==> src/hdl/sdma_consts.svh <==
// constants for the serial peripheral transfer channels
// Summary of operation
// - eight transfer channels serve three serial ports and one SPI port.
// - each served port owns one receive channel and one transmit channel.
// - each channel holds a 32-bit address pointer and 16-bit count.
// - the owning port is told, by an end flag, when its channel finishes.
// - up to 64K contiguous items of one or two bytes move from one start address.
// - channels move data between ports and memory without processor help.
// - pointer and count are programmed through the owning port's register window.
// - each port window is 16K bytes inside the top 3M of address space.
// - a port's base address is the lowest address of its window.
// - the channel enable appears at set, clear and read addresses.
// - writing one sets or clears that bit; writing zero leaves it unchanged.
// - memory accesses use little-endian byte lanes.
`ifndef SDMA_CONSTS_SVH
`define SDMA_CONSTS_SVH

`define SDMA_NPER         4
`define SDMA_NCH          8
`define SDMA_PTR_W        32
`define SDMA_CNT_W        16
`define SDMA_WIN_LSB      14
`define SDMA_PERIPH_FLOOR 32'hFFD00000
`define SDMA_BASE_SER0    32'hFFFC0000
`define SDMA_BASE_SER1    32'hFFFC4000
`define SDMA_BASE_SER2    32'hFFFC8000
`define SDMA_BASE_SPI     32'hFFFBC000
`define SDMA_OFS_RX_PTR   14'h0030
`define SDMA_OFS_RX_CNT   14'h0034
`define SDMA_OFS_TX_PTR   14'h0038
`define SDMA_OFS_TX_CNT   14'h003C
`define SDMA_OFS_EN_SET   14'h0040
`define SDMA_OFS_EN_CLR   14'h0044
`define SDMA_OFS_EN_STAT  14'h0048
`define SDMA_EN_RX_BIT    0
`define SDMA_EN_TX_BIT    1
`define SDMA_PTR_RST      32'h00000000
`define SDMA_CNT_RST      16'h0000

`endif

==> src/hdl/sdma_pkg.sv <==
// types shared by the transfer channel files
`include "sdma_consts.svh"
package sdma_pkg;
    typedef enum logic {ST_IDLE, ST_MEM} sdma_state_e;

    typedef struct packed {
        logic [`SDMA_PTR_W-1:0] ptr;
        logic [`SDMA_CNT_W-1:0] cnt;
        logic                   en;
    } sdma_chan_s;

    typedef struct packed {
        sdma_state_e            st;
        logic [2:0]             cur;
        logic [2:0]             last;
        logic                   we;
        logic                   half;
        logic [`SDMA_PTR_W-1:0] addr;
        logic [31:0]            wdata;
        logic [15:0]            tx_data;
        logic [3:0]             tx_load;
        logic [31:0]            rdata;
    } sdma_top_s;
endpackage : sdma_pkg

==> src/hdl/sdma_top.sv <==
// eight transfer channels between serial ports and memory
`timescale 1ns/1ps
`include "sdma_consts.svh"
module sdma_top (
    input  wire logic        clk_i,
    input  wire logic        rst_i,
    // register access forwarded from the ports' windows
    input  wire logic        reg_wr_i,
    input  wire logic        reg_rd_i,
    input  wire logic [31:0] reg_addr_i,
    input  wire logic [31:0] reg_wdata_i,
    output logic      [31:0] reg_rdata_o,
    // port side: 0..2 serial, 3 spi
    input  wire logic [3:0]  item_half_i,
    input  wire logic [3:0]  rx_rdy_i,
    input  wire logic [63:0] rx_data_i,
    output logic      [3:0]  rx_take_o,
    input  wire logic [3:0]  tx_empty_i,
    output logic      [15:0] tx_data_o,
    output logic      [3:0]  tx_load_o,
    output logic      [3:0]  rx_end_o,
    output logic      [3:0]  tx_end_o,
    // memory master
    output logic             mem_req_o,
    output logic             mem_we_o,
    output logic      [31:0] mem_addr_o,
    output logic      [3:0]  mem_be_o,
    output logic      [31:0] mem_wdata_o,
    input  wire logic        mem_gnt_i,
    input  wire logic [31:0] mem_rdata_i
);
    localparam logic [3:0][31:0] BASES = {`SDMA_BASE_SPI, `SDMA_BASE_SER2,
                                          `SDMA_BASE_SER1, `SDMA_BASE_SER0};

    sdma_pkg::sdma_top_s q, d;

    logic [7:0][31:0] ch_ptr;
    logic [7:0][15:0] ch_cnt;
    logic [7:0]       ch_en;
    logic [7:0]       ch_act;
    logic [7:0]       ch_done;
    logic [7:0]       ld_ptr;
    logic [7:0]       ld_cnt;
    logic [7:0]       en_set;
    logic [7:0]       en_clr;
    logic [7:0]       step;
    logic [7:0]       req;
    logic [3:0]       win_hit;
    logic [13:0]      ofs;
    logic [31:0]      rd_sh;

    // channel 2p serves receive of port p, 2p+1 its transmit
    genvar gc;
    generate
        for (gc = 0; gc < `SDMA_NCH; gc++) begin : g_ch
            sdma_chan u_chan (
                .clk_i    (clk_i),
                .rst_i    (rst_i),
                .ld_ptr_i (ld_ptr[gc]),
                .ld_cnt_i (ld_cnt[gc]),
                .wdata_i  (reg_wdata_i),
                .en_set_i (en_set[gc]),
                .en_clr_i (en_clr[gc]),
                .step_i   (step[gc]),
                .half_i   (item_half_i[gc/2]),
                .ptr_o    (ch_ptr[gc]),
                .cnt_o    (ch_cnt[gc]),
                .en_o     (ch_en[gc]),
                .active_o (ch_act[gc]),
                .done_o   (ch_done[gc])
            );
            // a transmit port just loaded may still show empty for a cycle
            if (gc % 2 == 0) begin : g_rx
                assign req[gc] = ch_act[gc] && rx_rdy_i[gc/2];
            end else begin : g_tx
                assign req[gc] = ch_act[gc] && tx_empty_i[gc/2] && !q.tx_load[gc/2];
            end
        end
    endgenerate

    // window decode: 16K windows above the peripheral floor, base is lowest address
    always_comb begin
        ofs = reg_addr_i[13:0];
        for (int p = 0; p < `SDMA_NPER; p++) begin
            win_hit[p] = reg_addr_i >= `SDMA_PERIPH_FLOOR &&
                         reg_addr_i[31:`SDMA_WIN_LSB] == BASES[p][31:`SDMA_WIN_LSB];
        end
    end

    // pointer, count and enable writes land on the owning port's channels
    always_comb begin
        ld_ptr = '0;
        ld_cnt = '0;
        en_set = '0;
        en_clr = '0;
        for (int p = 0; p < `SDMA_NPER; p++) begin
            if (reg_wr_i && win_hit[p]) begin
                ld_ptr[2*p]   = ofs == `SDMA_OFS_RX_PTR;
                ld_cnt[2*p]   = ofs == `SDMA_OFS_RX_CNT;
                ld_ptr[2*p+1] = ofs == `SDMA_OFS_TX_PTR;
                ld_cnt[2*p+1] = ofs == `SDMA_OFS_TX_CNT;
                en_set[2*p]   = ofs == `SDMA_OFS_EN_SET && reg_wdata_i[`SDMA_EN_RX_BIT];
                en_set[2*p+1] = ofs == `SDMA_OFS_EN_SET && reg_wdata_i[`SDMA_EN_TX_BIT];
                en_clr[2*p]   = ofs == `SDMA_OFS_EN_CLR && reg_wdata_i[`SDMA_EN_RX_BIT];
                en_clr[2*p+1] = ofs == `SDMA_OFS_EN_CLR && reg_wdata_i[`SDMA_EN_TX_BIT];
            end
        end
    end

    // little-endian read lane: lowest address byte sits in bits 7:0
    assign rd_sh = mem_rdata_i >> {q.addr[1:0], 3'b000};

    // arbiter and memory sequencer, one item in flight at a time
    always_comb begin
        logic       found;
        logic [2:0] idx;
        logic [1:0] pp;
        found     = 1'b0;
        idx       = 3'h0;
        pp        = 2'h0;
        d         = q;
        d.tx_load = 4'h0;
        d.rdata   = 32'h00000000;
        step      = 8'h00;
        rx_take_o = 4'h0;
        case (q.st)
            sdma_pkg::ST_IDLE: begin
                // round robin from the channel after the last served
                for (int k = 1; k <= `SDMA_NCH; k++) begin
                    idx = 3'(q.last + 3'(k));
                    if (!found && req[idx]) begin
                        found  = 1'b1;
                        d.cur  = idx;
                    end
                end
                if (found) begin
                    pp     = d.cur[2:1];
                    d.last = d.cur;
                    d.we   = !d.cur[0];
                    d.addr = ch_ptr[d.cur];
                    d.half = item_half_i[pp];
                    d.st   = sdma_pkg::ST_MEM;
                    if (!d.cur[0]) begin
                        rx_take_o[pp] = 1'b1;
                        d.wdata = item_half_i[pp] ? {2{rx_data_i[16*pp +: 16]}}
                                                  : {4{rx_data_i[16*pp +: 8]}};
                    end
                end
            end
            sdma_pkg::ST_MEM: begin
                if (mem_gnt_i) begin
                    step[q.cur] = 1'b1;
                    if (!q.we) begin
                        d.tx_data            = q.half ? rd_sh[15:0] : {8'h00, rd_sh[7:0]};
                        d.tx_load[q.cur[2:1]] = 1'b1;
                    end
                    d.st = sdma_pkg::ST_IDLE;
                end
            end
            default: d.st = sdma_pkg::ST_IDLE;
        endcase
        // read side of the window: pointers, counts and stored enables
        for (int p = 0; p < `SDMA_NPER; p++) begin
            if (reg_rd_i && win_hit[p]) begin
                case (ofs)
                    `SDMA_OFS_RX_PTR:  d.rdata = ch_ptr[2*p];
                    `SDMA_OFS_RX_CNT:  d.rdata = {16'h0000, ch_cnt[2*p]};
                    `SDMA_OFS_TX_PTR:  d.rdata = ch_ptr[2*p+1];
                    `SDMA_OFS_TX_CNT:  d.rdata = {16'h0000, ch_cnt[2*p+1]};
                    `SDMA_OFS_EN_STAT: d.rdata = {30'h00000000, ch_en[2*p+1], ch_en[2*p]};
                    default:           d.rdata = 32'h00000000;
                endcase
            end
        end
    end

    always_ff @(posedge clk_i) begin
        if (rst_i) begin
            q <= '{st: sdma_pkg::ST_IDLE, cur: 3'h0, last: 3'h7, we: 1'b0, half: 1'b0,
                   addr: `SDMA_PTR_RST, wdata: 32'h00000000, tx_data: 16'h0000,
                   tx_load: 4'h0, rdata: 32'h00000000};
        end else begin
            q <= d;
        end
    end

    // byte enables follow the low address bits, little-endian
    assign mem_be_o    = q.half ? (q.addr[1] ? 4'hC : 4'h3) : 4'(4'h1 << q.addr[1:0]);
    assign mem_req_o   = q.st == sdma_pkg::ST_MEM;
    assign mem_we_o    = q.we;
    assign mem_addr_o  = q.addr;
    assign mem_wdata_o = q.wdata;
    assign tx_data_o   = q.tx_data;
    assign tx_load_o   = q.tx_load;
    assign reg_rdata_o = q.rdata;
    assign tx_end_o    = {ch_done[7], ch_done[5], ch_done[3], ch_done[1]};
    assign rx_end_o    = {ch_done[6], ch_done[4], ch_done[2], ch_done[0]};

    AST_RX_NEEDS_DATA: assert property (@(posedge clk_i) disable iff (rst_i)
        rx_take_o != 4'h0 |-> (rx_take_o & rx_rdy_i) == rx_take_o && !mem_req_o)
        else $error("receive item taken without data");
    AST_TX_AFTER_READ: assert property (@(posedge clk_i) disable iff (rst_i)
        tx_load_o != 4'h0 |-> $past(mem_req_o && mem_gnt_i && !mem_we_o))
        else $error("transmit load without a memory read");
    AST_REQ_HOLD: assert property (@(posedge clk_i) disable iff (rst_i)
        mem_req_o && !mem_gnt_i |=> mem_req_o && $stable(mem_addr_o) && $stable(mem_we_o))
        else $error("memory request dropped or changed before grant");
    AST_REQ_END: assert property (@(posedge clk_i) disable iff (rst_i)
        mem_req_o && mem_gnt_i |=> !mem_req_o)
        else $error("request not released after grant");
    AST_BYTE_LANE: assert property (@(posedge clk_i) disable iff (rst_i)
        mem_req_o && !q.half |-> mem_be_o == (4'h1 << mem_addr_o[1:0]) &&
        (!mem_we_o || mem_wdata_o[7:0] == mem_wdata_o[31:24]))
        else $error("byte lane is not little-endian");
    AST_PTR_TO_BUS: assert property (@(posedge clk_i) disable iff (rst_i)
        !mem_req_o ##1 mem_req_o |-> mem_addr_o == $past(ch_ptr[d.cur]))
        else $error("memory address is not the channel pointer");
endmodule : sdma_top

==> src/hdl/sdma_chan.sv <==
// one transfer channel: pointer, count and enable
`timescale 1ns/1ps
`include "sdma_consts.svh"
module sdma_chan (
    input  wire logic                   clk_i,
    input  wire logic                   rst_i,
    input  wire logic                   ld_ptr_i,
    input  wire logic                   ld_cnt_i,
    input  wire logic [31:0]            wdata_i,
    input  wire logic                   en_set_i,
    input  wire logic                   en_clr_i,
    input  wire logic                   step_i,
    input  wire logic                   half_i,
    output logic      [`SDMA_PTR_W-1:0] ptr_o,
    output logic      [`SDMA_CNT_W-1:0] cnt_o,
    output logic                        en_o,
    output logic                        active_o,
    output logic                        done_o
);
    sdma_pkg::sdma_chan_s q, d;

    // loads from the port window win over a step in the same cycle
    always_comb begin
        d = q;
        if (step_i && q.cnt != `SDMA_CNT_RST) begin
            d.ptr = q.ptr + (half_i ? 32'h00000002 : 32'h00000001);
            d.cnt = q.cnt - 16'h0001;
        end
        if (ld_ptr_i) d.ptr = wdata_i;
        if (ld_cnt_i) d.cnt = wdata_i[15:0];
        if (en_set_i) d.en = 1'b1;
        if (en_clr_i) d.en = 1'b0;
    end

    always_ff @(posedge clk_i) begin
        if (rst_i) begin
            q <= '{ptr: `SDMA_PTR_RST, cnt: `SDMA_CNT_RST, en: 1'b0};
        end else begin
            q <= d;
        end
    end

    assign ptr_o    = q.ptr;
    assign cnt_o    = q.cnt;
    assign en_o     = q.en;
    assign active_o = q.en && q.cnt != `SDMA_CNT_RST;
    assign done_o   = q.en && q.cnt == `SDMA_CNT_RST;

    AST_PTR_ADV: assert property (@(posedge clk_i) disable iff (rst_i)
        step_i && !ld_ptr_i && q.cnt != 16'h0000 |=>
        ptr_o == $past(ptr_o) + ($past(half_i) ? 32'h00000002 : 32'h00000001))
        else $error("pointer did not advance by item size");
    AST_CNT_DEC: assert property (@(posedge clk_i) disable iff (rst_i)
        step_i && !ld_cnt_i && q.cnt != 16'h0000 |=> cnt_o == $past(cnt_o) - 16'h0001)
        else $error("count did not drop by one");
    AST_ZERO_HOLD: assert property (@(posedge clk_i) disable iff (rst_i)
        q.cnt == 16'h0000 && !ld_cnt_i && !ld_ptr_i |=> cnt_o == 16'h0000 && $stable(ptr_o))
        else $error("exhausted channel moved");
    AST_EN_SET: assert property (@(posedge clk_i) disable iff (rst_i)
        en_set_i && !en_clr_i |=> en_o)
        else $error("enable not set");
    AST_EN_CLR: assert property (@(posedge clk_i) disable iff (rst_i)
        en_clr_i && !en_set_i |=> !en_o)
        else $error("enable not cleared");
    AST_EN_KEEP: assert property (@(posedge clk_i) disable iff (rst_i)
        !en_set_i && !en_clr_i |=> en_o == $past(en_o))
        else $error("enable changed without a one written");
endmodule : sdma_chan

==> config.mk <==
export PLATFORM = sky130hd
export DESIGN_NAME = sdma_top
export DESIGN_NICKNAME = d
export VERILOG_FILES = /design/src/hdl/sdma_pkg.sv /design/src/hdl/sdma_top.sv /design/src/hdl/sdma_chan.sv
export VERILOG_INCLUDE_DIRS = /design/src /design/src/hdl
export SDC_FILE = /design/constraint.sdc
export NUM_CORES = 2
export LEC_CHECK = 0
export BUFFER_PORTS_ARGS = -buffer_cell sky130_fd_sc_hd__buf_2
export CAP_MARGIN = 20
export CORE_AREA = 2 2 242 244
export CTS_CLUSTER_SIZE = 10
export DETAILED_ROUTE_END_ITERATION = 7
export DIE_AREA = 0 0 244 246
export GPL_TIMING_DRIVEN = 0
export PLACE_DENSITY = 0.76
export SYNTH_ARGS = -nofsm -noshare
export SYNTH_HDL_FRONTEND = slang
export SYNTH_SLANG_ARGS = --single-unit
==> constraint.sdc <==
create_clock -name clk_i -period 7.5 [get_ports clk_i]
set_clock_uncertainty 0.15 [all_clocks]
set_input_delay 2.25 -clock clk_i [delete_from_list [all_inputs] [get_ports clk_i]]
set_output_delay 2.25 -clock clk_i [all_outputs]
set_load 0.05 [all_outputs]
==> run_results.csv <==
group,metric,value,unit
clocking,cts_inserted_buffers,58,
sta,rsz0062_at_grt,"yes",
sta,hold_viol_final,0,
yosys,mappedNetlistNets,4204,
yosys,synth_area_leader_cell,"sky130_fd_sc_hd__dfxtp_1",
place,portBuffers,275,
floorplanning,die_x,244,um
worst_setup_path,timing.critical_path.cells,"buf_6, nand3b_1, buf_4, nand2b_4, o221ai_2, o31a_1, a2111oi_4, buf_4, o2111ai_4, nor3_4, o21a_1, buf_6, nand2_4, buf_12, nor2_4, buf_6",
power_and_ir_drop,pwr_density_cell,365,nW/um^2
grt,grt_first_pass_wirelength,231,mm
sta,setup_viol_count_final,2,
power_and_ir_drop,fin_total_pwr,13400,uW
finish,drive_above_1_share,0.159,
sta,fin_crit_sh,1.00,
detailed_routing,vias,36453,
yosys,synthFlopType,"sky130_fd_sc_hd__dfxtp_1",
worst_setup_path,endpoint_kind,"output pin",
status,status,"complete, but fails checks",
power_and_ir_drop,switching_share,0.495,
detailed_routing,drt_first_pass_iters,8,
detailed_routing,drt_iter0_drc,5831,
clocking,clock-root-buffer,"sky130_fd_sc_hd__clkbuf_16",
yosys,post_synth_main_area_contributors,"sky130_fd_sc_hd__dfxtp_1, sky130_fd_sc_hd__a211oi_1, sky130_fd_sc_hd__nor2_1, sky130_fd_sc_hd__xnor2_1, sky130_fd_sc_hd__xor2_1",
yosys,syn-instance-count,3985,
place,detailed_place_hpwl,125,mm
grt,pin_count_of_the_biggest_net_entering_global_routing,20,
clocking,clock_tree.htree_level_count,2,
worst_setup_path,cp_slowest_cell,"sky130_fd_sc_hd__a2111oi_4",
power_and_ir_drop,power.sequential.fraction,0.216,
sta,fmax,133,MHz
grt,grt.total_usage,0.529,
detailed_routing,post-route-drc-count,54,
worst_setup_path,buffering_stage_count_on_the_worst_path_with_inverters_included,6,
yosys,syn_area,31900,um^2
grt,globalRoute.totalOverflow,0,
floorplanning,die_height,246,um
yosys,ys_warns,0,
sta,timing.max_slew.rel_slack,0.101,
sta,tightestPinTransition,1.35,ns
worst_setup_path,cell_repeated_most_along_the_worst_path,"sky130_fd_sc_hd__buf_6",
floorplanning,die_area,60000,um^2
grt,initial_antenna_violation_count,6,
clocking,clk_latency,0.65,ns
yosys,synth_edf_count,0,
sta,period_minus_slack,7.53,ns
place,gp_routability_congestion,1.12,
sta,worst_hold_slack,0.336,ns
floorplanning,placementRows,88,
clocking,cts_sinks,501,
yosys,ys_types,90,
yosys,share_of_yosys_cell_area_claimed_by_the_top_area_cell_type,0.314,
floorplanning,floorplan.initialDensity,0.557,
worst_setup_path,cp-start-kind,"primary input",
hold_path,hp-class,"flop to flop",
detailed_routing,wl,164,mm
worst_setup_path,critical-path-top-delay-family,"compound AO/OA/AOI/OAI gates",
detailed_routing,drt.antenna.violating_nets,0,
power_and_ir_drop,leakage,0.0132,uW
place,placed_cell_area,34600,um^2
worst_setup_path,cp_data_arrival_time,5.13,ns
floorplanning,core_area,57400,um^2
worst_setup_path,critPathKind,"primary input to output pin",
worst_setup_path,r2r_setup_slack,0.93,ns
power_and_ir_drop,ir_drop,527,uV
job,max-cap-violations,0,
detailed_routing,routedWlPerCell,31.9,um
power_and_ir_drop,clockPowerShare,0.194,
clocking,path_clk_slew,0.06,ns
yosys,sequential_fraction_of_the_synthesis_area,0.314,
power_and_ir_drop,comb_power_share,0.590,
yosys,synthArstFlopShare,0,
finish,finish.net_count,4586,
sta,count_of_pins_over_their_slew_limit,0,
clocking,tritoncts,"built",
worst_setup_path,critPathMaxFanout,7,
yosys,syn_area_cell,8.02,um^2
floorplanning,io_pins,311,
finish,layoutNonFillerInstCount,5153,
worst_setup_path,worst-endpoint-required,5.10,ns
finish,post-route-util,0.642,
yosys,synth-seq-cells,501,
status,violated_checks,"design-rule violations, negative setup slack",
detailed_routing,drt-vias-per-instance,7.07,
sta,final.setup.worst_slack,-0.0263,ns
finish,final_design_area_no_fill,36800,um^2
place,dp_cells,5041,
power_and_ir_drop,intPower,6790,uW
power_and_ir_drop,power.net_switching,6660,uW
grt,number_of_global_route_vias_before_repair,33074,
finish,synthToLayoutAreaGrowth,15.3,%
clocking,clock_path_buffers,3,
worst_setup_path,slowest_delay,0.44,ns
clocking,cts-hold-fix-buffers,0,
## synth_stat cells, drive strengths merged, types with 40 or more instances
| master | n |
|---|---|
| clkbuf | 243 |
| buf | 214 |
| or3 | 42 |
| nand2 | 222 |
| o21ai | 99 |
| mux2i | 109 |
| nor2 | 605 |
| mux2 | 53 |
| and3 | 61 |
| a22oi | 114 |
| nor4 | 50 |
| inv | 62 |
| nand3 | 151 |
| dfxtp | 501 |
| a221oi | 77 |
| xnor2 | 178 |
| xor2 | 160 |
| a21oi | 109 |
| nor3 | 93 |
| a211oi | 382 |
| a311oi | 40 |
## registers in the layout (all words and copies together), names as in the netlist
signal and flops:
g_ch.u_chan.cnt_o 128, mem_addr_o 32, tx_data_o 16, g_ch.u_chan.en_o 8
q 7, reg_rdata_o 32, tx_load_o 4, mem_req_o 1
mem_wdata_o 16, g_ch.u_chan.ptr_o 256, mem_we_o 1
## metal layers
layer,share of wire,vias up,wire length [um],global-route usage
met2,0.39,3263,63900,0.728
li1,-,15251,-,-
met3,0.15,891,24800,0.189
met4,0.10,6,16800,0.432
met1,0.36,17042,58800,0.660
met5,0.00095,-,157,0.0147
## power groups by stage
stage	logic (uW)	clock network [uW]	registers, uW
after detailed placement	6770	0	2950
after global placement	6670	0	2950
after floorplan	4360	0	2900
after CTS	7200	2560	2890
after global routing	7980	2670	2900
final	7930	2610	2900
## worst paths after layout
path	start	end	depth (start not counted)
min	mem_wdata_o[16]	mem_wdata_o[16]	2
max	tx_empty_i[3]	rx_take_o[3]	16
min reg2reg	mem_wdata_o[16]	mem_wdata_o[16]	2
max reg2reg	q[118]	mem_addr_o[30]	19
## area by class of cell
| cell class | instances | area, um^2 |
|---|---|---|
| multi-input combinational | 2962 | 19700 |
| inverter | 64 | 241 |
| clock inverter | 5 | 36.3 |
| antenna | 5 | 12.5 |
| sequential | 501 | 10000 |
| clock buffer | 71 | 1540 |
| buffer | 446 | 2350 |
| fill | 5139 | 20500 |
| timing repair buffer | 334 | 2010 |
| tap | 765 | 957 |
## per-stage QoR
stage	worst slack [ns]	setup TNS [ns]
after detailed placement	-1.75	-5.33
final	-0.0263	-0.0469
after global placement	-1.74	-13.96
after floorplan	0.00278	0
after CTS	-0.0121	-0.0200
after global routing	-0.135	-0.317
## worst reg2reg max path, stage by stage (launching register included)
cell	delay, ns
sky130_fd_sc_hd__dfxtp_1	0.39
sky130_fd_sc_hd__clkbuf_2	0.25
sky130_fd_sc_hd__clkinv_2	0.18
sky130_fd_sc_hd__clkbuf_2	0.26
sky130_fd_sc_hd__ha_1	0.44
sky130_fd_sc_hd__inv_1	0.21
sky130_fd_sc_hd__and4_1	0.29
sky130_fd_sc_hd__o32ai_2	0.52
sky130_fd_sc_hd__a211o_1	0.34
sky130_fd_sc_hd__o2111a_2	0.30
sky130_fd_sc_hd__nand3_2	0.09
sky130_fd_sc_hd__buf_4	0.15
sky130_fd_sc_hd__buf_4	0.13
sky130_fd_sc_hd__o22a_1	0.35
sky130_fd_sc_hd__nand2_2	0.31
sky130_fd_sc_hd__buf_2	0.52
sky130_fd_sc_hd__clkbuf_1	0.95
sky130_fd_sc_hd__o21ai_0	0.26
sky130_fd_sc_hd__a21oi_1	0.22
sky130_fd_sc_hd__a211oi_1	0.10
## what timing repair did
action / 4_1_cts / 5_1_grt
gates resized for setup: 65 / 31
pin swaps: 15 / 14
endpoints found under the setup margin: 4 / 4
setup buffers: 17 / 18
## cells by family after synthesis
family / after synthesis / share of synthesized area
buffers and inverters: 522 / 0.0802
flip-flops: 501 / 0.314
AO/OA/AOI/OAI: 1016 / 0.235
multiplexers: 163 / 0.0539
adder cells (fa/ha/maj): 42 / 0.0183
XOR/XNOR: 338 / 0.0927
AND/OR/NAND/NOR: 1403 / 0.206
## layout by cell type (no fill, tap or decap), drive strengths merged, types with 8 or more instances in the layout
master and instances:
a221o 27, a22oi 114, nand3 151, o211ai 21
xnor2 178, nand2b 11, buf 542, mux2 53
and4 24, o2bb2ai 8, inv 62, or3 42
nor3 93, ha 34, o21ai 99, and2 21
a221oi 77, a21oi 109, or4 19, nor2b 25
and3 61, nand4 37, a311oi 40, nor2 605
a211oi 382, nor4 50, dfxtp 501, xor2 160
o221ai 18, nand2 222, fa 8, a22o 31
clkbuf 307, o22ai 21, or2 13, mux2i 109
nor3b 8
No activity file was read; power rests on OpenSTA's default activity.
